<file path="src/rtl/sdx_consts.svh">
// Constants for the converter status and mode register block.
`ifndef SDX_CONSTS_SVH
`define SDX_CONSTS_SVH
`define SDX_RS_STATUS 3'h0
`define SDX_RS_MODE 3'h1
`define SDX_MODE_RESET 16'h000a
`define SDX_CMD_LAST 5'h07
`define SDX_STATUS_LAST 5'h07
`define SDX_MODE_LAST 5'h0f
`define SDX_CNT_ZERO 5'h00
`define SDX_CNT_ONE 5'h01
`define SDX_CR_RW 6
`define SDX_CR_RS_HI 5
`define SDX_CR_RS_LO 3
`define SDX_MR_MODE_HI 15
`define SDX_MR_MODE_LO 13
`define SDX_MR_CLK_HI 7
`define SDX_MR_CLK_LO 6
`define SDX_MR_RATE_HI 3
`define SDX_MR_RATE_LO 0
`define SDX_SR3_VALUE 1'b0
`define SDX_CLK_INT 2'h0
`define SDX_CLK_INT_OUT 2'h1
`define SDX_CLK_EXT 2'h2
`define SDX_CLK_EXT_DIV2 2'h3
`endif

</file>
<file path="src/rtl/sdx_pkg.sv">
// Types shared by the converter status and mode register block.
package sdx_pkg;
  typedef enum logic [1:0] {
    SDX_ST_CMD = 2'b00,
    SDX_ST_READ = 2'b01,
    SDX_ST_WRITE = 2'b10
  } sdx_state_t;

  typedef struct packed {
    logic not_ready;
    logic clamp_error;
    logic [1:0] zero_bits;
    logic variant_bit;
    logic [2:0] active_channel_code;
  } sdx_status_t;

  typedef struct packed {
    logic result_write;
    logic result_clamped;
    logic data_read;
    logic pre_update;
    logic power_down_entry;
    logic [2:0] active_channel_code;
  } sdx_core_events_t;
endpackage

</file>
<file path="src/rtl/sdx_status_mode.sv">
// Status and mode registers of the converter behind its three-wire serial port.
//
// Operation
// - An eight-bit read-only status register is read by a read command with register select code zero.
// - The status register is shifted out most significant bit first, ending with bit zero.
// - Ready is cleared when a result is stored and set after a data read, before an update and at power-down.
// - The error flag is written with ready, set for a clamped result and cleared by a mode write.
// - Status bits five and four always read as zero.
// - Status bits two to zero report the channel currently being converted.
// - End of conversion also shows on the combined data-out and ready pin.
// - A sixteen-bit mode register at select code one shifts most significant bit first and resets to 000a.
// - Every mode write resets the modulator and filter and sets the ready flag.
// - Mode bits fifteen to thirteen select the operating mode.
// - Mode bits seven to six select internal clock, internal clock on the pin, or external clock.
// - With both clock bits set the external pin clock is divided by two.
// - Mode bits three to zero select the filter update rate.
// - A command starts only on a zero first bit; leading ones are ignored.
// - The second command bit chooses read when one and write when zero.
`include "sdx_consts.svh"
`timescale 1ns/1ps
module sdx_status_mode
  import sdx_pkg::*;
(
  // Clock and reset
  input wire logic i_clock,
  input wire logic i_arst_n,
  // Serial port
  input wire logic i_cs_n,
  input wire logic i_sclk,
  input wire logic i_din,
  output logic o_dout_rdy_n,
  output logic o_dout_oe,
  // Converter core events
  input wire sdx_core_events_t i_core,
  // Clock sources and clock pin
  input wire logic i_int_clk,
  input wire logic i_clk_pin_in,
  output logic o_clk_pin_out,
  output logic o_clk_pin_oe,
  output logic o_conv_tick,
  // Mode fields, filter reset and ready flag
  output logic [2:0] o_operating_mode_select,
  output logic [1:0] o_clock_source_select,
  output logic [3:0] o_update_rate_select,
  output logic o_filter_reset,
  output logic o_ready_n
);
  function automatic sdx_status_t pack_status(input logic rdy, input logic err, input logic [2:0] chan);
    sdx_status_t s;
    s.not_ready = rdy;
    s.clamp_error = err;
    s.zero_bits = 2'b00;
    s.variant_bit = `SDX_SR3_VALUE;
    s.active_channel_code = chan;
    return s;
  endfunction

  sdx_state_t state_reg;
  sdx_state_t state_next;
  logic [4:0] cnt_reg;
  logic [4:0] cnt_next;
  logic [6:0] cmd_sr_reg;
  logic [15:0] rx_sr_reg;
  logic [15:0] tx_sr_reg;
  logic [15:0] mode_reg;
  logic [4:0] last_reg;
  logic rdy_reg;
  logic err_reg;
  logic dout_reg;
  logic dout_oe_reg;
  logic filter_reset_reg;
  logic sclk_rise;
  logic sclk_fall;

  sdx_sclk_edge u_edge (
    .i_clock(i_clock),
    .i_arst_n(i_arst_n),
    .i_sclk(i_sclk),
    .o_rise(sclk_rise),
    .o_fall(sclk_fall)
  );

  sdx_clock_source u_clk (
    .i_clock(i_clock),
    .i_arst_n(i_arst_n),
    .i_clock_source_select(mode_reg[`SDX_MR_CLK_HI:`SDX_MR_CLK_LO]),
    .i_int_clk(i_int_clk),
    .i_clk_pin_in(i_clk_pin_in),
    .o_conv_tick(o_conv_tick),
    .o_clk_pin_out(o_clk_pin_out),
    .o_clk_pin_oe(o_clk_pin_oe)
  );

  wire active = ~i_cs_n;
  wire in_cmd = (state_reg == SDX_ST_CMD);
  wire in_read = (state_reg == SDX_ST_READ);
  wire in_write = (state_reg == SDX_ST_WRITE);
  wire cmd_hold = in_cmd & (cnt_reg == `SDX_CNT_ZERO) & i_din;
  wire [7:0] cmd_byte = {cmd_sr_reg, i_din};
  wire cmd_done = active & sclk_rise & in_cmd & (cnt_reg == `SDX_CMD_LAST);
  wire cmd_is_read = cmd_byte[`SDX_CR_RW];
  wire [2:0] cmd_rs = cmd_byte[`SDX_CR_RS_HI:`SDX_CR_RS_LO];
  wire rd_status = cmd_done & cmd_is_read & (cmd_rs == `SDX_RS_STATUS);
  wire rd_mode = cmd_done & cmd_is_read & (cmd_rs == `SDX_RS_MODE);
  wire wr_mode = cmd_done & ~cmd_is_read & (cmd_rs == `SDX_RS_MODE);
  wire data_end = active & sclk_rise & ~in_cmd & (cnt_reg == last_reg);
  wire mode_write = data_end & in_write;
  wire [15:0] mode_value = {rx_sr_reg[14:0], i_din};
  wire sdx_status_t status_now = pack_status(rdy_reg, err_reg, i_core.active_channel_code);
  wire rdy_set = i_core.data_read | i_core.pre_update | i_core.power_down_entry | mode_write;
  wire rdy_clr = i_core.result_write;

  always_comb begin
    state_next = state_reg;
    cnt_next = cnt_reg;
    if (!active) begin
      state_next = SDX_ST_CMD;
      cnt_next = `SDX_CNT_ZERO;
    end else if (sclk_rise) begin
      if (cmd_hold) begin
        cnt_next = `SDX_CNT_ZERO;
      end else if (cmd_done) begin
        cnt_next = `SDX_CNT_ZERO;
        if (rd_status || rd_mode) begin
          state_next = SDX_ST_READ;
        end else if (wr_mode) begin
          state_next = SDX_ST_WRITE;
        end
      end else if (data_end) begin
        cnt_next = `SDX_CNT_ZERO;
        state_next = SDX_ST_CMD;
      end else begin
        cnt_next = cnt_reg + `SDX_CNT_ONE;
      end
    end
  end

  always_ff @(posedge i_clock or negedge i_arst_n) begin
    if (!i_arst_n) begin
      state_reg <= SDX_ST_CMD;
      cnt_reg <= `SDX_CNT_ZERO;
      cmd_sr_reg <= 7'h00;
      rx_sr_reg <= 16'h0000;
      last_reg <= `SDX_STATUS_LAST;
    end else begin
      state_reg <= state_next;
      cnt_reg <= cnt_next;
      if (active && sclk_rise && in_cmd && !cmd_hold) begin
        cmd_sr_reg <= cmd_byte[6:0];
      end
      if (active && sclk_rise && in_write) begin
        rx_sr_reg <= mode_value;
      end
      if (rd_status) begin
        last_reg <= `SDX_STATUS_LAST;
      end else if (rd_mode || wr_mode) begin
        last_reg <= `SDX_MODE_LAST;
      end
    end
  end

  // The transmit word is left aligned so bit fifteen is always the next bit out.
  always_ff @(posedge i_clock or negedge i_arst_n) begin
    if (!i_arst_n) begin
      tx_sr_reg <= 16'h0000;
    end else if (rd_status) begin
      tx_sr_reg <= {status_now, 8'h00};
    end else if (rd_mode) begin
      tx_sr_reg <= mode_reg;
    end else if (active && sclk_fall && in_read) begin
      tx_sr_reg <= {tx_sr_reg[14:0], 1'b0};
    end
  end

  always_ff @(posedge i_clock or negedge i_arst_n) begin
    if (!i_arst_n) begin
      mode_reg <= `SDX_MODE_RESET;
      filter_reset_reg <= 1'b0;
    end else begin
      filter_reset_reg <= mode_write;
      if (mode_write) begin
        mode_reg <= mode_value;
      end
    end
  end

  // Set events win over a result store landing in the same cycle.
  always_ff @(posedge i_clock or negedge i_arst_n) begin
    if (!i_arst_n) begin
      rdy_reg <= 1'b1;
      err_reg <= 1'b0;
    end else begin
      if (rdy_set) begin
        rdy_reg <= 1'b1;
      end else if (rdy_clr) begin
        rdy_reg <= 1'b0;
      end
      if (rdy_clr && !rdy_set) begin
        err_reg <= i_core.result_clamped;
      end else if (mode_write) begin
        err_reg <= 1'b0;
      end
    end
  end

  always_ff @(posedge i_clock or negedge i_arst_n) begin
    if (!i_arst_n) begin
      dout_reg <= 1'b1;
      dout_oe_reg <= 1'b0;
    end else begin
      dout_oe_reg <= active;
      if (in_read && active) begin
        if (sclk_fall) begin
          dout_reg <= tx_sr_reg[15];
        end
      end else begin
        dout_reg <= rdy_reg;
      end
    end
  end

  assign o_dout_rdy_n = dout_reg;
  assign o_dout_oe = dout_oe_reg;
  assign o_operating_mode_select = mode_reg[`SDX_MR_MODE_HI:`SDX_MR_MODE_LO];
  assign o_clock_source_select = mode_reg[`SDX_MR_CLK_HI:`SDX_MR_CLK_LO];
  assign o_update_rate_select = mode_reg[`SDX_MR_RATE_HI:`SDX_MR_RATE_LO];
  assign o_filter_reset = filter_reset_reg;
  assign o_ready_n = rdy_reg;

  chk_status_snapshot: assert property (@(posedge i_clock) disable iff (!i_arst_n)
    rd_status |=> tx_sr_reg[15:8] == $past(status_now))
    else $error("status snapshot not loaded");
  chk_status_zero_bits: assert property (@(posedge i_clock) disable iff (!i_arst_n)
    rd_status |=> tx_sr_reg[13:12] == 2'b00)
    else $error("status bits five and four not zero");
  chk_status_channel: assert property (@(posedge i_clock) disable iff (!i_arst_n)
    rd_status |=> tx_sr_reg[10:8] == $past(i_core.active_channel_code))
    else $error("channel code wrong in status");
  chk_msb_first_out: assert property (@(posedge i_clock) disable iff (!i_arst_n)
    (in_read && active && sclk_fall) |=> o_dout_rdy_n == $past(tx_sr_reg[15]))
    else $error("serial output not msb first");
  chk_ready_set_wins: assert property (@(posedge i_clock) disable iff (!i_arst_n)
    rdy_set |=> o_ready_n)
    else $error("ready flag not set");
  chk_ready_clear: assert property (@(posedge i_clock) disable iff (!i_arst_n)
    (rdy_clr && !rdy_set) |=> !o_ready_n && (err_reg == $past(i_core.result_clamped)))
    else $error("ready or error not updated on result store");
  chk_mode_write_effect: assert property (@(posedge i_clock) disable iff (!i_arst_n)
    mode_write |=> o_filter_reset && o_ready_n && !err_reg && mode_reg == $past(mode_value))
    else $error("mode write effects missing");
  chk_leading_ones_hold: assert property (@(posedge i_clock) disable iff (!i_arst_n)
    (active && sclk_rise && cmd_hold) |=> cnt_reg == `SDX_CNT_ZERO && state_reg == SDX_ST_CMD)
    else $error("leading one advanced the command");
  chk_ready_on_pin: assert property (@(posedge i_clock) disable iff (!i_arst_n)
    (in_cmd && $past(in_cmd) && $stable(rdy_reg)) |-> o_dout_rdy_n == rdy_reg)
    else $error("ready not shown on data pin");
  chk_write_no_read: assert property (@(posedge i_clock) disable iff (!i_arst_n)
    (cmd_done && !cmd_is_read) |=> state_reg != SDX_ST_READ)
    else $error("write command started a read");

  // Checks on pin enables, transfer lengths and flag stability between events.
  chk_pin_enable_select: assert property (@(posedge i_clock) disable iff (!i_arst_n)
    o_clk_pin_oe == ($past(o_clock_source_select) == `SDX_CLK_INT_OUT))
    else $error("clock pin enable does not follow the clock select");
  chk_data_pin_enable: assert property (@(posedge i_clock) disable iff (!i_arst_n)
    $past(i_arst_n) |-> o_dout_oe == $past(active))
    else $error("data pin enable does not follow chip select");
  chk_status_length: assert property (@(posedge i_clock) disable iff (!i_arst_n)
    rd_status |=> last_reg == `SDX_STATUS_LAST && in_read)
    else $error("status read length wrong");
  chk_mode_length: assert property (@(posedge i_clock) disable iff (!i_arst_n)
    (rd_mode || wr_mode) |=> last_reg == `SDX_MODE_LAST && !in_cmd)
    else $error("mode transfer length wrong");
  chk_other_code_ignored: assert property (@(posedge i_clock) disable iff (!i_arst_n)
    (cmd_done && !rd_status && !rd_mode && !wr_mode) |=> in_cmd && cnt_reg == `SDX_CNT_ZERO)
    else $error("ignored command opened a data phase");
  chk_mode_stable_idle: assert property (@(posedge i_clock) disable iff (!i_arst_n)
    !mode_write |=> $stable(mode_reg))
    else $error("mode register changed without a write");
  chk_error_only_events: assert property (@(posedge i_clock) disable iff (!i_arst_n)
    (!rdy_clr && !mode_write) |=> $stable(err_reg))
    else $error("error flag changed without an event");
  chk_ready_only_events: assert property (@(posedge i_clock) disable iff (!i_arst_n)
    (!rdy_set && !rdy_clr) |=> $stable(rdy_reg))
    else $error("ready flag changed without an event");
  chk_data_end_return: assert property (@(posedge i_clock) disable iff (!i_arst_n)
    data_end |=> in_cmd && cnt_reg == `SDX_CNT_ZERO)
    else $error("data phase did not return to command");
  chk_tx_shift_left: assert property (@(posedge i_clock) disable iff (!i_arst_n)
    (in_read && active && sclk_fall) |=> tx_sr_reg == {$past(tx_sr_reg[14:0]), 1'b0})
    else $error("transmit word not shifted toward bit fifteen");
  chk_cmd_count_bound: assert property (@(posedge i_clock) disable iff (!i_arst_n)
    in_cmd |-> cnt_reg <= `SDX_CMD_LAST)
    else $error("command bit counter out of range");

  cov_status_read: cover property (@(posedge i_clock) disable iff (!i_arst_n) rd_status);
  cov_mode_read: cover property (@(posedge i_clock) disable iff (!i_arst_n) rd_mode);
  cov_mode_write: cover property (@(posedge i_clock) disable iff (!i_arst_n) mode_write);
  cov_set_clear_clash: cover property (@(posedge i_clock) disable iff (!i_arst_n) rdy_set && rdy_clr);
  cov_leading_ones: cover property (@(posedge i_clock) disable iff (!i_arst_n) active && sclk_rise && cmd_hold);
endmodule

</file>
<file path="src/rtl/sdx_sclk_edge.sv">
// Rising and falling edge detector for the host serial clock.
`timescale 1ns/1ps
module sdx_sclk_edge (
  // Clock and reset
  input wire logic i_clock,
  input wire logic i_arst_n,
  // Serial clock level
  input wire logic i_sclk,
  // Edge pulses
  output logic o_rise,
  output logic o_fall
);
  logic sclk_prev_reg;

  always_ff @(posedge i_clock or negedge i_arst_n) begin
    if (!i_arst_n) begin
      sclk_prev_reg <= 1'b1;
    end else begin
      sclk_prev_reg <= i_sclk;
    end
  end

  assign o_rise = i_sclk & ~sclk_prev_reg;
  assign o_fall = ~i_sclk & sclk_prev_reg;
endmodule

</file>
<file path="src/rtl/sdx_clock_source.sv">
// Converter clock source selection with pin output and divide by two.
`include "sdx_consts.svh"
`timescale 1ns/1ps
module sdx_clock_source (
  // Clock and reset
  input wire logic i_clock,
  input wire logic i_arst_n,
  // Selection and clock levels
  input wire logic [1:0] i_clock_source_select,
  input wire logic i_int_clk,
  input wire logic i_clk_pin_in,
  // Converter clock and clock pin
  output logic o_conv_tick,
  output logic o_clk_pin_out,
  output logic o_clk_pin_oe
);
  logic int_prev_reg;
  logic ext_prev_reg;
  logic div_phase_reg;
  logic conv_tick_reg;
  logic pin_out_reg;
  logic pin_oe_reg;

  wire int_rise = i_int_clk & ~int_prev_reg;
  wire ext_rise = i_clk_pin_in & ~ext_prev_reg;
  wire sel_internal = ~i_clock_source_select[1];
  wire sel_div2 = (i_clock_source_select == `SDX_CLK_EXT_DIV2);
  wire tick_next = sel_internal ? int_rise : (sel_div2 ? (ext_rise & div_phase_reg) : ext_rise);

  always_ff @(posedge i_clock or negedge i_arst_n) begin
    if (!i_arst_n) begin
      int_prev_reg <= 1'b0;
      ext_prev_reg <= 1'b0;
      div_phase_reg <= 1'b0;
      conv_tick_reg <= 1'b0;
      pin_out_reg <= 1'b0;
      pin_oe_reg <= 1'b0;
    end else begin
      int_prev_reg <= i_int_clk;
      ext_prev_reg <= i_clk_pin_in;
      // With both clock bits set, only every second external edge makes a converter tick.
      if (ext_rise) begin
        div_phase_reg <= ~div_phase_reg;
      end
      conv_tick_reg <= tick_next;
      pin_out_reg <= i_int_clk;
      pin_oe_reg <= (i_clock_source_select == `SDX_CLK_INT_OUT);
    end
  end

  assign o_conv_tick = conv_tick_reg;
  assign o_clk_pin_out = pin_out_reg;
  assign o_clk_pin_oe = pin_oe_reg;
endmodule

</file>
<file path="config.mk">
export PLATFORM = sky130hd
export DESIGN_NAME = sdx_status_mode
export DESIGN_NICKNAME = d
export VERILOG_FILES = /design/src/rtl/sdx_pkg.sv /design/src/rtl/sdx_status_mode.sv /design/src/rtl/sdx_sclk_edge.sv /design/src/rtl/sdx_clock_source.sv
export VERILOG_INCLUDE_DIRS = /design/src /design/src/rtl
export SDC_FILE = /design/constraint.sdc
export NUM_CORES = 1
export LEC_CHECK = 0
export BUFFER_PORTS_ARGS = -buffer_cell sky130_fd_sc_hd__buf_2
export CAP_MARGIN = 20
export CELL_PAD_IN_SITES_DETAIL_PLACEMENT = 2
export CELL_PAD_IN_SITES_GLOBAL_PLACEMENT = 2
export CORE_AREA = 2 2 94 96
export CTS_CLUSTER_SIZE = 10
export DETAILED_ROUTE_END_ITERATION = 10
export DIE_AREA = 0 0 96 98
export HOLD_SLACK_MARGIN = 0.15
export MAX_ROUTING_LAYER = met4
export PLACE_DENSITY = 0.84
export SLEW_MARGIN = 10
export SYNTH_ARGS = -nofsm -noshare
export SYNTH_HDL_FRONTEND = slang
export SYNTH_SLANG_ARGS = --single-unit
</file>
<file path="constraint.sdc">
create_clock -name i_clock -period 2.09 [get_ports i_clock]
set_input_delay 0.1045 -clock i_clock [delete_from_list [all_inputs] [get_ports i_clock]]
set_output_delay 0.1045 -clock i_clock [all_outputs]
set_load 0.05 [all_outputs]
</file>
==> results.cfg <==
[setup_path]
critPathRequiredTime_ns = 2.33
r2r_cells = 6
crit_fanout = 19
cp.arrival_ns = 2.23
crit_path_end_kind = flop
start_kind = flop
path_class = flop to flop

[worst_hold_path]
hold_class = primary input to flop
hold_depth = 5

[grt]
grt_antenna_before_repair = 0
grt_max_degree = 29
grt_pass1_wl_um = 12500
grt_remaining_overflow = 0
grt_pass1_vias = 2398
grt_usage_pct = 18.2

[sta]
finalClockSkew_ns = 0.0123
min_period_ns = 1.99
hold_viol = 0
drv_slew = 0
tightest_slew_ns = 0.830
rsz0062_at_grt = false
fmax_mhz = 503
tns_ns = 0
period_share_pct = 95.2
setup_violations = 0
setup_slack_ns = 0.100
slew_headroom_pct = 44.7

[detailed_routing]
routedWlPerCell_um = 18.0
drc = 0
met2WireLength_um = 3720
routedLengthMet1_um = 3320
ant_nets = 0
vias = 2101
via_per_inst = 5.10
dr.pass1.iters = 4
top_layer = met4
drt_wl_total_um = 7400
drt_iter0_drc = 65
routed-wl-met3_um = 225

[clock_tree]
path_clk_slew_ns = 0.08
cts_max_level = 3
root_buffer = clkbuf_8
cts_made_buffers = 9
clockBufferDepth = 2
clk_latency_ns = 0.36
cts.sinks = 72
cts_setup_buffers = 0
cts_tree = done

[yosys]
synthesis.instances = 256
ys_warn_count = 0
async_flop_share_pct = 100
yosysSeqAreaShare_pct = 55.7
synth_edf_count = 0
syn-mean-instance-area_um2 = 12.7
ys_top_cells_by_area = dfrtp_1 52%, mux2_2 13%, mux2i_1 8.0%
synth_compound_area_share_pct = 5.40
ys_ff_latch = 72
netlist.area_leader.share_pct = 51.7
yosys.area.top_type = dfrtp_1
synth_xor_area_share_pct = 0.810
synth_simple_gate_area_share_pct = 10.6
netlist_area_mm2 = 0.00324
synth_flop_cell = dfrtp_1
yosys.area_share.adder_pct = 0.771
synth_top_family_by_area = multiplexers
synth_nets = 273
yosysUniqueCellTypes = 42
yosys-mux-area-fraction_pct = 20.9

[placed_design]
hpwlAfterDp_um = 4970
dpl_worst_slack_ns = 0.160
numPortBuffers = 30
globalplace.congestion = 0.843
placed_area_mm2 = 0.00348

[pwr]
power_density_mw_per_mm2 = 809
total_power_mw = 3.09
peakVddDrop_v = 0.000707
leakage_nw = 1.87

[cells_and_area]
synthToLayoutAreaGrowth_pct = 17.8
final_area_mm2 = 0.00382
drive_above_1_share_pct = 33.2
diodes = 0
final_nets = 317

[floorplan]
die_y_um = 98
start_util_pct = 38.3
core_area_mm2 = 0.00847
die_x_um = 96
row_count = 34
dieArea_mm2 = 0.00941
boundaryPins = 31

[run]
cap_viol_max_count = 0

[outcome]
status = complete, no violations
## layer usage
layer  GRT usage, %  vias to the layer above
met5              -                        -
met4           7.03                        0
met3           4.48                       11
met2           27.5                       27
met1           23.6                     1088
li1               -                      975
## layout make-up
class                           count  area [um^2]
Fill cell                         847         4640
Sequential cell                    72         1810
Multi-Input combinational cell    153         1250
Timing Repair Buffer               52          373
Tap cell                          108          135
Clock buffer                        9          124
Clock inverter                      6         85.1
Inverter                           12         45.0
## cells in the mapped netlist, types with 2 or more instances
| cell | count |
|---|---|
| clkbuf_1 | 3 |
| nor2_1 | 5 |
| o211ai_1 | 2 |
| dfstp_2 | 5 |
| o221ai_1 | 5 |
| and2_1 | 2 |
| o31ai_1 | 4 |
| mux2_2 | 37 |
| nand3b_1 | 2 |
| inv_1 | 12 |
| o21ai_0 | 5 |
| mux2i_1 | 26 |
| dfrtp_1 | 67 |
| xnor2_1 | 3 |
| nand2b_1 | 5 |
| a21oi_1 | 3 |
| nor2b_1 | 4 |
| buf_6 | 3 |
| ha_1 | 2 |
| nand3_1 | 4 |
| buf_4 | 10 |
| nand2_1 | 26 |
| o32ai_1 | 2 |
## where the power goes
part / total, mW / internal, mW / switching, mW
registers: 1.60 / 1.48 / 0.128
clock network: 1.19 / 0.661 / 0.528
logic: 0.297 / 0.153 / 0.145
## worst max-delay path, cell delays in order, from the launching register on
cell,delay (ns)
dfrtp_1,0.40
ha_1,0.23
and2_1,0.22
and4b_1,0.28
and2_1,0.19
buf_12,0.18
mux2_2,0.36
## final timing paths
check | from | to | slack [ns]
setup reg to reg | cnt_reg[0] | mode_reg[13] | 0.10
setup / recovery | cnt_reg[0] | mode_reg[13] | 0.10
min in group asynchronous | i_arst_n | cnt_reg[0] | 0.31
max in group asynchronous | i_arst_n | o_ready_n | 1.04
hold / removal | i_core[4] | err_reg | 0.21
hold reg to reg | u_clk.o_clk_pin_out | u_clk.o_conv_tick | 0.48
## per-stage QoR
step / cells / hold slack (ns) / util [%]
final: 412 / 0.210 / 45.1
after global routing: 412 / 0.239 / 45.1
after global placement: 384 / 0.154 / 41.1
after detailed placement: 384 / 0.161 / 41.1
after CTS: 412 / 0.205 / 45.1
after floorplan: 256 / -0.191 / -
## cell usage in the layout, fill, tap and decap left out, types with 2 or more instances in the layout
cell type / count
a21oi_1: 3
o21ai_0: 5
clkinvlp_4: 2
buf_4: 7
o211ai_1: 2
dlygate4sd3_1: 13
ha_1: 2
nand3b_1: 2
nand2_1: 26
nor2_1: 5
bufinv_16: 2
clkbuf_8: 9
o221ai_1: 5
dfrtp_1: 67
clkinv_2: 2
o31ai_1: 3
nand3_1: 4
o32ai_1: 2
mux2_2: 37
xnor2_1: 3
inv_1: 12
dfstp_2: 5
and2_1: 2
nand2b_1: 5
mux2i_1: 26
nor2b_1: 4
buf_2: 30
buf_12: 2
## logic make-up (layout without fill, tap and decap cells)
| logic type | count (synthesis) | in the layout |
|---|---|---|
| XOR/XNOR | 3 | 3 |
| multiplexers | 63 | 63 |
| AND/OR/NAND/NOR | 60 | 60 |
| buffers and inverters | 31 | 79 |
| flip-flops | 72 | 72 |
| adder cells (fa/ha/maj) | 2 | 2 |
| AO/OA/AOI/OAI | 25 | 25 |
## timing repair
| action | in CTS | in global routing |
|---|---|---|
| endpoints found under the hold margin | 38 | 0 |
| setup endpoints to repair | 0 | 1 |
| resized for setup | 0 | 1 |
| hold buffers | 13 | 0 |
Note: power is estimated with default switching activity, not from simulation.
